<file path="src/svr_defs.vh">
`ifndef SVR_DEFS_VH
`define SVR_DEFS_VH

// Clock rate of the internal oscillator
`define SVR_CLK_KHZ        50000

// Times in milliseconds, as specified
`define SVR_T_POR_MS       250
`define SVR_T_BOR_MS       200
`define SVR_T_WDT_LONG_MS  1400
`define SVR_T_WDT_MID_MS   600
`define SVR_T_WDT_SHORT_MS 200
`define SVR_T_NVWR_MS      5

// Cycle counts of the times at 50 MHz, sized to the counter width
`define SVR_POR_CYC        27'h0bebc20
`define SVR_BOR_CYC        27'h0989680
`define SVR_WDT_LONG_CYC   27'h42c1d80
`define SVR_WDT_MID_CYC    27'h1c9c380
`define SVR_WDT_SHORT_CYC  27'h0989680
`define SVR_NVWR_CYC       27'h003d090

// Counter width, enough for the longest count
`define SVR_CNT_W          27

// Control byte field positions
`define SVR_BIT_PROT_EN    7
`define SVR_BIT_PERIOD_HI  6
`define SVR_BIT_PERIOD_LO  5

// Watchdog period codes
`define SVR_WDT_LONG       2'b00
`define SVR_WDT_MID        2'b01
`define SVR_WDT_SHORT      2'b10
`define SVR_WDT_OFF        2'b11

// Factory values of the nonvolatile bits {protect, hi, lo}
`define SVR_NV_FACTORY     3'h0

`endif

</file>
<file path="src/svr_nvbits.v">
`timescale 1ns/1ps
`default_nettype none
`include "svr_defs.vh"

module svr_nvbits #(
    parameter [`SVR_CNT_W-1:0] NVWR_CYC = `SVR_NVWR_CYC
) (
    input  wire       clk_i,
    input  wire       nv_clr_n_i,
    input  wire       wr_start_i,
    input  wire [2:0] wdata_i,
    output reg  [2:0] bits_o,
    output reg        busy_o
);

    reg [`SVR_CNT_W-1:0] wr_cnt;
    reg [2:0]            pend;

    // Cell contents follow only the factory clear, never the power-on reset,
    // so they survive power cycles. A running write finishes unless the factory clear aborts it.
    always @(posedge clk_i or negedge nv_clr_n_i) begin
        if (!nv_clr_n_i) begin
            bits_o <= `SVR_NV_FACTORY;
            busy_o <= 1'b0;
            pend   <= `SVR_NV_FACTORY;
            wr_cnt <= {`SVR_CNT_W{1'b0}};
        end else if (busy_o) begin
            if (wr_cnt == NVWR_CYC - 1'b1) begin
                busy_o <= 1'b0;
                bits_o <= pend;
                wr_cnt <= {`SVR_CNT_W{1'b0}};
            end else begin
                wr_cnt <= wr_cnt + 1'b1;
            end
        end else if (wr_start_i) begin
            busy_o <= 1'b1;
            pend   <= wdata_i;
        end
    end

endmodule // svr_nvbits

`default_nettype wire

</file>
<file path="src/svr_supervisor.v">
// Contract
// (RULE1) Reset is active whenever the supply comparator reports supply below trip.
// (RULE2) After supply recovers, reset holds until supply stays good 200 ms.
// (RULE3) Reset asserts at power-up and holds 250 ms after supply is stable.
// (RULE4) Reset pin is open drain, active low or active high by variant.
// (RULE5) SDA falling while SCL high restarts the watchdog count from zero.
// (RULE6) Enabled watchdog without restart within its period asserts reset.
// (RULE7) Host issues a start condition before every watchdog period expires.
// (RULE8) Two nonvolatile bits select the watchdog period and survive power cycles.
// (RULE9) Host may rewrite period bits, refused while protect pin and enable high.
// (RULE10) All control writes blocked while protect pin and protect enable are high.
// (RULE11) Reset from low supply or watchdog aborts the bus transaction in progress.
// (RULE12) While in reset, new bus transactions and nonvolatile writes are refused.
// (RULE13) A nonvolatile write already running when reset asserts completes normally.
// (RULE14) Start detector samples SDA and SCL always, addressed or not.
// (RULE15) Period codes: 00 1.4 s, 01 600 ms, 10 200 ms, 11 disabled.
// (RULE16) Watchdog and reset delays are oscillator counters cleared on loss of condition.
`timescale 1ns/1ps
`default_nettype none
`include "svr_defs.vh"

module svr_supervisor #(
    parameter                  RESET_ACTIVE_HIGH = 1'b0,
    parameter [`SVR_CNT_W-1:0] POR_CYC           = `SVR_POR_CYC,
    parameter [`SVR_CNT_W-1:0] BOR_CYC           = `SVR_BOR_CYC,
    parameter [`SVR_CNT_W-1:0] WDT_LONG_CYC      = `SVR_WDT_LONG_CYC,
    parameter [`SVR_CNT_W-1:0] WDT_MID_CYC       = `SVR_WDT_MID_CYC,
    parameter [`SVR_CNT_W-1:0] WDT_SHORT_CYC     = `SVR_WDT_SHORT_CYC,
    parameter [`SVR_CNT_W-1:0] NVWR_CYC          = `SVR_NVWR_CYC
) (
    input  wire       CLK_I,
    input  wire       RESET_N_I,
    input  wire       NV_CLR_N_I,
    input  wire       VCC_GOOD_I,
    input  wire       SDA_I,
    input  wire       SCL_I,
    input  wire       WP_I,
    input  wire       CTRL_WR_I,
    input  wire [7:0] CTRL_WDATA_I,
    output wire       CTRL_ACCEPT_O,
    output reg        CTRL_REFUSED_O,
    output reg  [7:0] CTRL_RDATA_O,
    output wire       NV_BUSY_O,
    output reg        BUS_ABORT_O,
    output reg        BUS_BLOCK_O,
    output reg        SYS_RESET_O,
    output wire       RST_O,
    output reg        RST_OE_N_O
);

    // Synchroniser order: {wp, scl, sda, vcc_good}
    wire [3:0] pins_async;
    reg  [3:0] sync_a;
    reg  [3:0] sync_b;
    // Reset levels in synchroniser order: bus lines rest high
    localparam [3:0] SYNC_IDLE = 4'h6;
    reg        sda_prev;
    wire       vcc_good;
    wire       sda;
    wire       scl;
    wire       wp;

    reg  [`SVR_CNT_W-1:0] rst_cnt;
    reg  [`SVR_CNT_W-1:0] wdt_cnt;
    reg                   por_pending;
    reg                   rst_active_q;
    reg  [`SVR_CNT_W-1:0] hold_lim;
    reg  [`SVR_CNT_W-1:0] wdt_lim;

    wire       rst_done;
    wire       rst_active;
    wire       start_det;
    wire       wdt_off;
    wire       wdt_timeout;
    wire       hw_protect;
    wire       wr_start;
    wire [2:0] nv_bits;
    wire       nv_busy;
    wire       prot_en;
    wire [1:0] period_sel;

    assign pins_async = {WP_I, SCL_I, SDA_I, VCC_GOOD_I};

    // Two flops per pin; the first stage feeds only the second
    genvar g;
    generate
        for (g = 0; g < 4; g = g + 1) begin : g_sync
            always @(posedge CLK_I or negedge RESET_N_I) begin
                if (!RESET_N_I) begin
                    sync_a[g] <= SYNC_IDLE[g]; // Idle level, so release fakes no start
                    sync_b[g] <= SYNC_IDLE[g];
                end else begin
                    sync_a[g] <= pins_async[g];
                    sync_b[g] <= sync_a[g];
                end
            end
        end
    endgenerate

    assign vcc_good = sync_b[0];
    assign sda      = sync_b[1];
    assign scl      = sync_b[2];
    assign wp       = sync_b[3];

    // Previous SDA for edge detection; reset high so no false start at release
    always @(posedge CLK_I or negedge RESET_N_I) begin
        if (!RESET_N_I) begin
            sda_prev <= 1'b1;
        end else begin
            sda_prev <= sda;
        end
    end

    // Start condition seen on every cycle, no address gating
    assign start_det = sda_prev & ~sda & scl; // RULE5 RULE14

    // Nonvolatile control bits
    assign prot_en    = nv_bits[2];
    assign period_sel = nv_bits[1:0]; // RULE8

    // Period decode; disabled code holds the counter at zero
    always @* begin
        case (period_sel)
            `SVR_WDT_LONG:  wdt_lim = WDT_LONG_CYC; // RULE15
            `SVR_WDT_MID:   wdt_lim = WDT_MID_CYC;
            `SVR_WDT_SHORT: wdt_lim = WDT_SHORT_CYC;
            default:        wdt_lim = WDT_LONG_CYC;
        endcase
    end

    assign wdt_off = (period_sel == `SVR_WDT_OFF); // RULE15

    // First hold after power-on is longer than a brownout recovery
    always @* begin
        if (por_pending) begin
            hold_lim = POR_CYC; // RULE3
        end else begin
            hold_lim = BOR_CYC; // RULE2
        end
    end

    // Greater-or-equal because the limit shrinks once power-on is over
    assign rst_done   = (rst_cnt >= hold_lim);
    assign rst_active = ~vcc_good | ~rst_done; // RULE1 RULE3
    // A shorter period written mid-count must still bite at once
    assign wdt_timeout = ~rst_active & ~wdt_off & ~start_det
                         & (wdt_cnt >= wdt_lim - 1'b1); // RULE6

    // Reset hold counter: cleared by low supply or a watchdog bite
    always @(posedge CLK_I or negedge RESET_N_I) begin
        if (!RESET_N_I) begin
            rst_cnt     <= {`SVR_CNT_W{1'b0}};
            por_pending <= 1'b1;
        end else begin
            if (!vcc_good || wdt_timeout) begin
                rst_cnt <= {`SVR_CNT_W{1'b0}}; // RULE16 RULE6
            end else if (!rst_done) begin
                rst_cnt <= rst_cnt + 1'b1; // RULE2
            end
            if (vcc_good && rst_done) begin
                por_pending <= 1'b0;
            end
        end
    end

    // Watchdog counter: held at zero in reset or when disabled,
    // so a bite cannot repeat until the reset pulse has ended
    always @(posedge CLK_I or negedge RESET_N_I) begin
        if (!RESET_N_I) begin
            wdt_cnt <= {`SVR_CNT_W{1'b0}};
        end else if (rst_active || wdt_off || start_det || wdt_timeout) begin
            wdt_cnt <= {`SVR_CNT_W{1'b0}}; // RULE5 RULE16
        end else begin
            wdt_cnt <= wdt_cnt + 1'b1; // RULE6
        end
    end

    // Control write gating: protect pin plus enable bit locks everything
    assign hw_protect    = wp & prot_en;
    assign wr_start      = CTRL_WR_I & ~hw_protect & ~rst_active & ~nv_busy; // RULE9 RULE10 RULE12
    assign CTRL_ACCEPT_O = wr_start;
    assign NV_BUSY_O     = nv_busy;

    svr_nvbits #(
        .NVWR_CYC   (NVWR_CYC)
    ) u_nvbits (
        .clk_i      (CLK_I),
        .nv_clr_n_i (NV_CLR_N_I),
        .wr_start_i (wr_start),
        .wdata_i    ({CTRL_WDATA_I[`SVR_BIT_PROT_EN],
                      CTRL_WDATA_I[`SVR_BIT_PERIOD_HI],
                      CTRL_WDATA_I[`SVR_BIT_PERIOD_LO]}),
        .bits_o     (nv_bits),
        .busy_o     (nv_busy) // RULE13
    );

    // Registered outputs; abort is a pulse on the rising edge of reset
    always @(posedge CLK_I or negedge RESET_N_I) begin
        if (!RESET_N_I) begin
            rst_active_q   <= 1'b1;
            BUS_ABORT_O    <= 1'b0;
            BUS_BLOCK_O    <= 1'b1;
            SYS_RESET_O    <= 1'b1;
            CTRL_REFUSED_O <= 1'b0;
            CTRL_RDATA_O   <= 8'h00;
            RST_OE_N_O     <= RESET_ACTIVE_HIGH ? 1'b1 : 1'b0;
        end else begin
            rst_active_q   <= rst_active;
            BUS_ABORT_O    <= rst_active & ~rst_active_q; // RULE11
            BUS_BLOCK_O    <= rst_active; // RULE12
            SYS_RESET_O    <= rst_active;
            CTRL_REFUSED_O <= CTRL_WR_I & ~wr_start; // RULE10
            CTRL_RDATA_O   <= {prot_en, period_sel, 5'h00};
            // Open drain: only ever pulls low, the pull-up makes the high
            if (RESET_ACTIVE_HIGH) begin
                RST_OE_N_O <= rst_active; // RULE4
            end else begin
                RST_OE_N_O <= ~rst_active; // RULE4
            end
        end
    end

    // Open-drain data is always low; the enable decides
    assign RST_O = 1'b0; // RULE4

endmodule // svr_supervisor

`default_nettype wire

</file>
<file path="config.mk">
export PLATFORM = sky130hd
export DESIGN_NAME = svr_supervisor
export DESIGN_NICKNAME = d
export VERILOG_FILES = /design/src/svr_nvbits.v /design/src/svr_supervisor.v
export VERILOG_INCLUDE_DIRS = /design/src
export SDC_FILE = /design/constraint.sdc
export NUM_CORES = 1
export LEC_CHECK = 0
export ABC_AREA = 1
export BUFFER_PORTS_ARGS = -buffer_cell sky130_fd_sc_hd__buf_2
export CORE_MARGIN = 2
export CORE_UTILIZATION = 62
export CTS_CLUSTER_SIZE = 14
export DETAILED_ROUTE_END_ITERATION = 8
export GPL_TIMING_DRIVEN = 0
export PLACE_DENSITY = 0.91
export SLEW_MARGIN = 20
export SYNTH_ARGS = -nofsm -noshare
export SYNTH_HDL_FRONTEND = slang
export SYNTH_HIERARCHICAL = 1
export SYNTH_SLANG_ARGS = --single-unit
</file>
<file path="constraint.sdc">
create_clock -name CLK_I -period 3.35 [get_ports CLK_I]
set_input_delay 1.005 -clock CLK_I [delete_from_list [all_inputs] [get_ports CLK_I]]
set_output_delay 1.005 -clock CLK_I [all_outputs]
set_load 0.01 [all_outputs]
</file>
Yosys cells after proc, flatten, opt, wreduce, memory -nomap -nowiden. Index checks and enable logic that the tools add are counted. Widths: inputs -> output; s select.

Bits in registers: 105. Latch bits: 0. RAM bits: 0. Memory bits (read-only): 0. Input port bits: 16. Output and inout port bits: 16. Memories: 0.

Add/subtract/negate cells: 4. $mul: 0. Divide/modulo/power cells: 0. Magnitude comparators: 2. Equal/unequal tests: 5. Shifts and indexed selects: 0. Multiplexer cells: 9. Bitwise gates (word level): 22. Reductions and logical operators: 8.

Operators by type and width (number): $mux 27 (4); $add 27x1->27 const B (3); $pmux 27 s2 (1); $eq 27x18->1 const B (1); $ge 27x24->1 (1); $ge 27x27->1 (1); $sub 27x1->27 const B (1); $mux 22 (1); $and 1x1->1 (11); $not 1->1 (10); $eq 2x2->1 const B (2); $logic_or 1x1->1 (4); $reduce_and 2->1 (2); $mux 1 (3); $eq 2x1->1 const B (1); $ne 2x1->1 const B (1); $logic_and 1x1->1 (1); $logic_not 1->1 (1); $or 1x1->1 (1).

Depth between registers and ports, before layout. Gate-level depths: netlist of the first run.

Depth after elaboration: 10. Depth in mapped cells: 17. Mapped depth without buffers: 16.

Cells and area by module. Netlist of the first run, hierarchy kept.

Modules (own cells, without submodules): svr_supervisor (times used 1, cells an instance 597, area each 4554.4 um^2); svr_nvbits (times used 1, cells an instance 330, area each 2225.9 um^2).

Worst setup path before layout of the first run. No wires, ideal clock.

Path type: register to output. Start point: reg por_pending. End point: out CTRL_ACCEPT_O. Arrival: 1.882 ns. Required time: 2.345 ns. Slack: 0.463 ns. Cell stages (with the launch flop): 11. Path buffers: 0. Path through: dfstp_2 inv_1 ha_1 nand2_1 nor2_1 nand2_1 nor2_1 nand3_1 nand3_2 nand2_4 nor3_1.

Word-level cells in the longest chain between the ends: 7.

RTL lines: start: declaration (RTL line svr_supervisor.v:65) `reg por_pending;`; start signal: assignment (RTL line svr_supervisor.v:153) `por_pending <= 1'b1;`; start signal: assignment (RTL line svr_supervisor.v:161) `por_pending <= 1'b0;`; $mux 22 (RTL line svr_supervisor.v:135) `if (por_pending) begin`; $ge 27x24->1 (RTL line svr_supervisor.v:143) `assign rst_done = (rst_cnt >= hold_lim);`; $not 1->1 (RTL line svr_supervisor.v:144) `assign rst_active = ~vcc_good | ~rst_done;`; $or 1x1->1 (RTL line svr_supervisor.v:144); named net rst_active (RTL line svr_supervisor.v:71) `wire rst_active;`; $not 1->1 (RTL line svr_supervisor.v:180) `assign wr_start = CTRL_WR_I & ~hw_protect & ~rst_active & ~nv_busy;`; $and 1x1->1 (2 in a row) (RTL line svr_supervisor.v:180); end: declaration (RTL line svr_supervisor.v:40) `output wire CTRL_ACCEPT_O,`.

The timed path passes the listed nets, and every way through them passes these cells.

Worst setup path in the final report of the first run. Ends and elaborated chain as after synthesis.

==> impl_results.md, run 1 <==
* Status: finished with violations
* Violated checks: setup timing
* Slew Limit Fails at 0
* Worst slew pin tran at 0.7513 ns
* Final instance area at 0.007447 mm^2
* Worst Hold Path EP: vcc_good
* Cells after Synth at 927
* FF-to-FF setup slack at 0.40 ns
* Worst setup startpoint: por_pending
* GR Util All Layers at 28.42%
* Placed cell area at 0.007097 mm^2
* Core ar. at 0.01075 mm^2
* Post-synthesis share of cell area spent on xor and xnor gates at 4.263%
* HP Start: sync_a[0]
* Post-route ant nets at 0
* First-pass GRT wire length at 26290 um
* Initial antenna violation count at 0
* TritonCTS clock tree: done
* Via count at 5982
* CP Max Fanout at 6
* Crit share post-route at 100.1%
* Mux cell area share after synthesis at 0.4982%
* Main combinational cell family by area after synthesis: simple AND/OR/NAND/NOR gates
* Worst setup SP type: register
* Nets at 1015
* Maximum level of the CTS H-tree at 3
* DRT met1 WL at 6558 um
* Final setup violation count at 1
* Final wirelength at 15520 um
* RSZ-0062 raised after global routing: yes
* Post-layout min period at 3.354 ns
* Hold Vio Cnt, Final at 0
* Worst IR drop on VDD at 0.4384 mV
* Library cells used by synthesis at 44
* Final worst setup slack at -0.003624 ns
* Initial Util at 63.10%
* Row count at 38
* Gpl congestion at 0.9831
* Die area at 0.01179 mm^2
* Post-synthesis adder-cell area fraction at 5.721%
* Max_cap viols at 0
* Synth Area in Simple Gates at 37.87%
* Crit path required time at 2.34 ns
* Syn-to-layout area delta at 9.836%
* PortBufs at 20
* Final hold slack at 0.3388 ns
* Most common flop cell mapped by yosys: dfrtp_1
* Worst setup slack before clock tree synthesis at -0.06267 ns
* First-pass DRT Iterations at 7
* Clock Tree Root: clkbuf_8
* Met2 routed WL at 7482 um
* Pwr Density at 315.7 mW/mm^2
* Post-synth EDFFs at 0
* # hold bufs at CTS at 0
* Ys async rst share at 100.0%
* Sequential area share after synthesis at 38.88%
* Min-delay worst type: register to register
* Grt ovf at 0
* Leak at 3.557 nW
* Chip width at 108.6 um
* DRC at 0
* Post-Route Skew at 0.01580 ns
* Uppermost layer routed: met4
* WS Path Type: register to primary output
* DIE HEIGHT at 108.6 um
* Synth Area in Compound Gates at 3.082%
* Vias in the first global route at 5785
* RR Startpoint: u_nvbits/bits_o[0]
* DR vias/cell at 5.379
* CTS buffer count at 9
* Share of cells above drive strength 1 at 12.76%
* I/O pin count at 32
* R2R Path End: wdt_cnt[9]
* Util after Layout at 69.31%
* Ys Warns at 6
* Most frequent cells in the layout: nand2_1 (241), nor2_1 (152), inv_1 (132)
* Fmax at 298.2 MHz
* Synthesized flop and latch total at 105
* Synthesized area at 0.006780 mm^2
* Worst path arrival time at 2.35 ns
* CTS Buffer Depth at 2
* Hold path cells at 0
* # diodes at 0
* Largest net degree at the start of global routing at 42
* Leading cell type in the layout, fill and taps excluded: nand2_1
* Rel. slew slack at 49.91%
* Clock Sinks at 105
* Clk slew on worst S/H paths at 0.10 ns
* Syn_area_per_cell at 7.314 um^2
* Mean routed wirelength per cell at 13.96 um
* Worst skew pair latency at 0.39 ns
* Hpwl dp at 11590 um
* DR iter-0 viols at 362
* Cell count of the worst reg-to-reg path at 12
* Worst Setup End Kind: primary output
* Metal3 WL at 1097 um
-- power breakdown --
part	switching (mW)	internal (mW)
Clock	0.431	0.569
Sequential	0.00551	1.28
Combinational	0.0475	0.0195
Total	0.484	1.87
-- worst max-delay path by stage --
stage	slack (ns)	to	cells past startpoint
global placement	0.01	CTRL_ACCEPT_O	11
CTS	-0.08	CTRL_ACCEPT_O	13
detailed placement	-0.06	CTRL_ACCEPT_O	11
global route	-0.10	CTRL_ACCEPT_O	11
floorplan	0.46	CTRL_ACCEPT_O	10
finish	-0.004	CTRL_ACCEPT_O	11
-- sequential cells by signal, summed over array words and instances (netlist names), 3 cells and up --
name / count
CTRL_RDATA_O: 3
wdt_cnt: 27
rst_cnt: 27
u_nvbits/bits_o: 3
sync_a: 4
u_nvbits/wr_cnt: 27
u_nvbits/pend: 3
-- kinds of logic (layout without fill, tap and decap cells) --
kind of cell | count (synthesis) | after routing
buf+inv | 154 | 194
mux | 3 | 3
flops | 105 | 105
simple gates | 564 | 564
other cells | 1 | 6
xor+xnor | 33 | 33
fa+ha+maj | 31 | 31
compound gates | 36 | 36
-- timing repair --
| action | in CTS | in global routing |
|---|---|---|
| gates resized for setup | 10 | 3 |
| pin swaps | 11 | 5 |
| endpoints found under the setup margin | 1 | 1 |
| cloned | 0 | 0 |
| setup buffers | 3 | 1 |
-- synth_stat cells, types with 6 or more instances --
library cell | n | share of area, %
nand2_1 | 243 | 13
nor2_1 | 155 | 8.6
inv_1 | 134 | 7.4
dfrtp_1 | 98 | 36
nand3_1 | 60 | 4.4
ha_1 | 31 | 5.7
nor3_1 | 28 | 2.1
xor2_1 | 25 | 3.2
nand4_1 | 21 | 1.9
nor2_2 | 18 | 1.7
o21ai_0 | 17 | 1.3
a21oi_1 | 9 | 0.66
buf_4 | 8 | 0.89
nor4_1 | 8 | 0.74
xnor2_1 | 8 | 1.0
dfstp_2 | 7 | 2.7
inv_2 | 6 | 0.33
nor2_4 | 6 | 1.0
-- metrics by stage --
step,setup TNS (ns),power (mW),std cells
after global routing,-0.1011,2.431,1112
after floorplan,0,1.334,932
after global placement,0,1.371,1092
final,-0.003624,2.351,1112
after detailed placement,-0.06267,1.376,1093
after CTS,-0.07763,2.371,1111
-- critical path: stages, from the launching register on --
cell and delay, ns:
dfstp_2 0.57, inv_4 0.07, ha_4 0.28, nand2_2 0.07, nor2_2 0.14, nand3_1 0.09, nor2_1 0.12, nor2_1 0.07
nand3_2 0.11, nand2_4 0.08, nor3_4 0.18, buf_2 0.17
-- routing by layer --
| metal | global-route usage [%] | vias up |
|---|---|---|
| met3 | 6.450 | 37 |
| met4 | 10.07 | 0 |
| li1 | - | 2985 |
| met5 | 0 | - |
| met2 | 48.08 | 214 |
| met1 | 35.72 | 2746 |
-- cell type report --
cell class                 count  area (um^2)
clock buffer                  10        127.6
sequential                   105         2636
tap                          140        175.2
clock inverter                 5        128.9
fill                         866         3298
timing repair buffer          25        152.6
multi-input combinational    673         3571
inverter                     141        536.8
buffer                        13        118.9
Note: power is estimated with default switching activity, not from simulation.
==> run 2: changes to the inputs <==
CORE_ASPECT_RATIO = 1.2   (was not set)
==> impl_results.md, run 2 (synthesis results as in run 1) <==
* Worst setup startpoint: por_pending
* Gpl congestion at 0.9606
* Share of cells above drive strength 1 at 12.24%
* CP max-delay cell: dfstp_2
* Maximum level of the CTS H-tree at 3
* # hold bufs at CTS at 0
* DRC at 0
* Max_cap viols at 0
* PortBufs at 20
* Fmax at 308.3 MHz
* Leak at 3.557 nW
* Initial antenna violation count at 0
* I/O pin count at 32
* Rel. slew slack at 47.90%
* WS Path Type: register to primary output
* Pwr Density at 312.8 mW/mm^2
* Placed cell area at 0.007091 mm^2
* Max incr delay on CP at 0.57 ns
* CTS buffer count at 9
* DIE HEIGHT at 118.6 um
* RR Startpoint: u_nvbits/bits_o[0]
* WP buf/inv at 2
* Status: completed
* Worst slew pin tran at 0.7815 ns
* Sequential cell area at 0.002636 mm^2
* Mean routed wirelength per cell at 13.80 um
* Clk slew on worst S/H paths at 0.07 ns
* Post-route ant nets at 0
* Core ar. at 0.01057 mm^2
* DR iter-0 viols at 481
* Hold Vio Cnt, Final at 0
* Vias in the first global route at 5799
* HP Start: sync_a[0]
* Multi-input gate area at 0.003541 mm^2
* Top Registers: rst_cnt (27), u_nvbits/wr_cnt (27), wdt_cnt (27)
* Crit share post-route at 96.83%
* Clock Tree Root: clkbuf_16
* Chip width at 99.47 um
* Worst path arrival time at 2.24 ns
* Most used cell, CP: nor2_2
* First-pass GRT wire length at 25900 um
* Util after Layout at 70.13%
* First-pass DRT Iterations at 6
* Post-layout min period at 3.244 ns
* Hpwl dp at 11580 um
* Die area at 0.01179 mm^2
* TritonCTS clock tree: done
* Row count at 41
* Filler instances at 868
* # diodes at 0
* Clock Sinks at 105
* CP top delay family: simple AND/OR/NAND/NOR gates
* CP Max Fanout at 6
* Leading cell type in the layout, fill and taps excluded: nand2_1
* GR Util All Layers at 27.31%
* Final setup violation count at 0
* Final hold slack at 0.3512 ns
* Initial Util at 64.16%
* Crit path required time at 2.34 ns
* RSZ-0062 raised after global routing: yes
* Final std cells w/o fill at 1101
* Most frequent cells in the layout: nand2_1 (242), nor2_1 (153), inv_1 (133)
* Worst Setup End Kind: primary output
* Placed cells at 1082
* Post-Route Skew at 0.005105 ns
* Slew Limit Fails at 0
* DR vias/cell at 5.408
* Largest net degree at the start of global routing at 53
* Nets at 1014
* Worst skew pair latency at 0.34 ns
* Worst setup SP type: register
* Via count at 5954
* Min-delay worst type: register to register
* Syn-to-layout area delta at 9.301%
* Final wirelength at 15190 um
* Cell chain of the critical path: inv_4, ha_1, nand2_2, nor2_2, nand2_1, nor2_2, nand3_1, nand3_2, nand2_4, nor3_4, buf_2
* CTS Buffer Depth at 2
* Grt ovf at 0
* Worst IR drop on VDD at 0.2650 mV
* Final instance area at 0.007411 mm^2
run 2: changes by cell type in the layout (fill, tap and decap cells not counted), moves of 2 or more:
cell and delta:
clkbuf_16 +9, bufinv_16 -4, ha_4 -2, clkbuf_8 -9
ha_1 +2, clkinv_2 +4, clkinvlp_4 +2
run 2: final timing paths:
check,to,slack [ns],depth (start not counted)
worst min-delay path,vcc_good,0.35,0
max in group asynchronous,u_nvbits/wr_cnt[13],2.12,1
min in group asynchronous,wdt_cnt[8],0.54,1
worst max-delay path,CTRL_ACCEPT_O,0.11,11
worst max register to register,wdt_cnt[19],0.55,14
worst min register to register,vcc_good,0.35,0
run 2: area by class of cell:
type	instances	share of cell area (%)
Clock buffer	10	3.090
Sequential cell	105	35.57
Tap cell	129	2.178
Timing Repair Buffer	24	2.060
Clock inverter	6	0.4727
Inverter	141	7.243
Buffer	13	1.604
Multi-Input combinational cell	673	47.78
run 2: routing by layer:
metal  vias up  global-route usage, %  wire (um)
met4         0                  12.50        476
li1       2977                      -          -
met3        45                  3.962        744
met5         -                      0          0
met2       188                  45.69       7555
met1      2744                  34.78       6414
run 2: power by group:
part	switching [mW]	internal (mW)	total, mW
Sequential	0.00549	1.28	1.28
Clock	0.466	0.499	0.965
Combinational	0.0483	0.0204	0.0687
run 2: what timing repair did:
item	in CTS	in global routing
pin swaps	3	2
buffers inserted	1	2
resized for setup	3	5
endpoints found under the setup margin	1	1
run 2: per-stage QoR:
stage / setup WS [ns] / setup TNS [ns] / power (mW)
3_5_place_dp: 0.1390 / 0 / 1.379
2_1_floorplan: 0.4630 / 0 / 1.334
5_1_grt: -0.06268 / -0.06268 / 2.390
3_3_place_gp: 0.1819 / 0 / 1.371
6_report: 0.1062 / 0 / 2.318
4_1_cts: 0.0001046 / 0 / 2.338
==> run 3: changes to the inputs <==
==> constraint.sdc (replaced) <==
create_clock -name CLK_I -period 3.35 [get_ports CLK_I]
set_input_delay 1.005 -clock CLK_I [delete_from_list [all_inputs] [get_ports CLK_I]]
set_output_delay 1.005 -clock CLK_I [all_outputs]
set_load 0.005 [all_outputs]
==> impl_results.md, run 3 (synthesis results as in run 1) <==
* Status: completed
* First-pass GRT wire length at 25900 um
* Worst path arrival time at 2.22 ns
* Sequential cell area at 0.002636 mm^2
* Max incr delay on CP at 0.55 ns
* CP max-delay cell: dfstp_2
* Row count at 41
* Top Registers: rst_cnt (27), u_nvbits/wr_cnt (27), wdt_cnt (27)
* CTS buffer count at 9
* Final std cells w/o fill at 1101
* Hpwl dp at 11580 um
* Post-route ant nets at 0
* DR iter-0 viols at 491
* Grt ovf at 0
* Via count at 5966
* Core ar. at 0.01057 mm^2
* Leading cell type in the layout, fill and taps excluded: nand2_1
* Post-Route Skew at 0.004360 ns
* PortBufs at 20
* Worst setup startpoint: por_pending
* GR Util All Layers at 27.31%
* Nets at 1014
* Cell count of the worst reg-to-reg path at 14
* Worst skew pair latency at 0.34 ns
* Cell chain of the critical path: inv_2, ha_1, nand2_2, nor2_2, nand2_1, nor2_2, nand3_1, nand3_2, nand2_4, nor3_4, buf_2
* Worst Setup End Kind: primary output
* Slew Limit Fails at 0
* R2R Path End: wdt_cnt[24]
* TritonCTS clock tree: done
* WS Path Type: register to primary output
* Placed cell area at 0.007091 mm^2
* Pwr Density at 312.8 mW/mm^2
* Clock Tree Root: clkbuf_16
* Util after Layout at 70.10%
* DIE HEIGHT at 118.6 um
* CP top delay family: simple AND/OR/NAND/NOR gates
* Crit path required time at 2.34 ns
* I/O pin count at 32
* # hold bufs at CTS at 0
* Most used cell, CP: nor2_2
* Post-layout min period at 3.220 ns
* Chip width at 99.47 um
* # diodes at 0
* RR Startpoint: u_nvbits/bits_o[0]
* Placed cells at 1082
* Mean routed wirelength per cell at 13.74 um
* Final setup violation count at 0
* Critical path capture point: CTRL_ACCEPT_O
* Final instance area at 0.007408 mm^2
* Clk slew on worst S/H paths at 0.07 ns
* Most frequent cells in the layout: nand2_1 (242), nor2_1 (153), inv_1 (133)
* Initial antenna violation count at 0
* CTS Buffer Depth at 2
* Worst setup SP type: register
* DR vias/cell at 5.419
* Share of cells above drive strength 1 at 12.24%
* Final wirelength at 15130 um
* Crit share post-route at 96.12%
* Initial Util at 64.16%
* Final hold slack at 0.3513 ns
* Die area at 0.01179 mm^2
* Syn-to-layout area delta at 9.264%
* Maximum level of the CTS H-tree at 3
* Worst IR drop on VDD at 0.2658 mV
* DRC at 0
* Critical path depth at 11
* Max_cap viols at 0
* Worst setup slack before clock tree synthesis at 0.1574 ns
* Fmax at 310.5 MHz
* Min-delay worst type: register to register
* Final worst setup slack at 0.1299 ns
* First-pass DRT Iterations at 5
* Clock Sinks at 105
* Largest net degree at the start of global routing at 53
* Multi-input gate area at 0.003541 mm^2
* Rel. slew slack at 47.54%
* Leak at 3.554 nW
* CP Max Fanout at 6
* Worst slew pin tran at 0.7869 ns
* Hold Vio Cnt, Final at 0
* Vias in the first global route at 5799
* WP buf/inv at 2
* FF-to-FF setup slack at 0.55 ns
* Filler instances at 869
* Gpl congestion at 0.9606
[run 3: changes by cell type in the layout (fill, tap and decap cells not counted)]
cell / delta
inv_4: -1
inv_2: +1
[run 3: cell type report]
type	count	share of cell area, %
repair buffers	24	2.060
multi-input cells	673	47.80
clock buffers	10	3.091
plain buffers	13	1.604
clock inverters	6	0.4729
well taps	129	2.179
flip-flops and latches	105	35.59
inverters	141	7.212
[run 3: through the flow]
step | setup TNS, ns | power, mW
after CTS | 0 | 2.336
after global routing | -0.04369 | 2.388
after global placement | 0 | 1.369
after floorplan | 0 | 1.332
final | 0 | 2.317
after detailed placement | 0 | 1.377
[run 3: layer usage]
metal  track usage, %  routed length, um  vias to the layer above
met4            12.50                522                        0
met2            45.69               7465                      202
met5                0                  0                        -
met3            3.962                833                       48
li1                 -                  -                     2976
met1            34.78               6306                     2740
[run 3: worst reg2reg max path: stages, from the launching register on]
cell and delay (ns):
dfrtp_1 0.46, inv_1 0.10, ha_1 0.38, inv_1 0.14, ha_1 0.32, nand3_1 0.10
nor2_1 0.13, nand2_1 0.09, nor2_1 0.10, nand2_1 0.05, nand4_1 0.25, inv_1 0.13
nand3_4 0.19, buf_6 0.20, nor2_2 0.05
[run 3: worst min-delay path by stage]
stage,depth (start not counted),start,endpoint,slack [ns]
after detailed placement,0,sync_a[0],vcc_good,0.34
after CTS,0,sync_a[0],vcc_good,0.35
after global routing,0,sync_a[3],wp,0.36
after floorplan,0,sync_a[0],vcc_good,0.33
final,0,sync_a[0],vcc_good,0.35
after global placement,0,sync_a[0],vcc_good,0.33
[run 3: repair_timing]
item                                    4_1_cts  5_1_grt
hold endpoints to repair                      0        0
endpoints found under the setup margin        1        1
pin swaps                                     1        2
cloned                                        0        0
gates resized for setup                       3        4
setup buffers                                 1        2
[run 3: report_power, final]
group          internal [mW]  switching (mW)  total, mW
Clock                  0.499           0.467      0.966
Combinational         0.0203          0.0465     0.0668
Sequential              1.28         0.00555       1.28
Total                   1.80           0.519       2.32
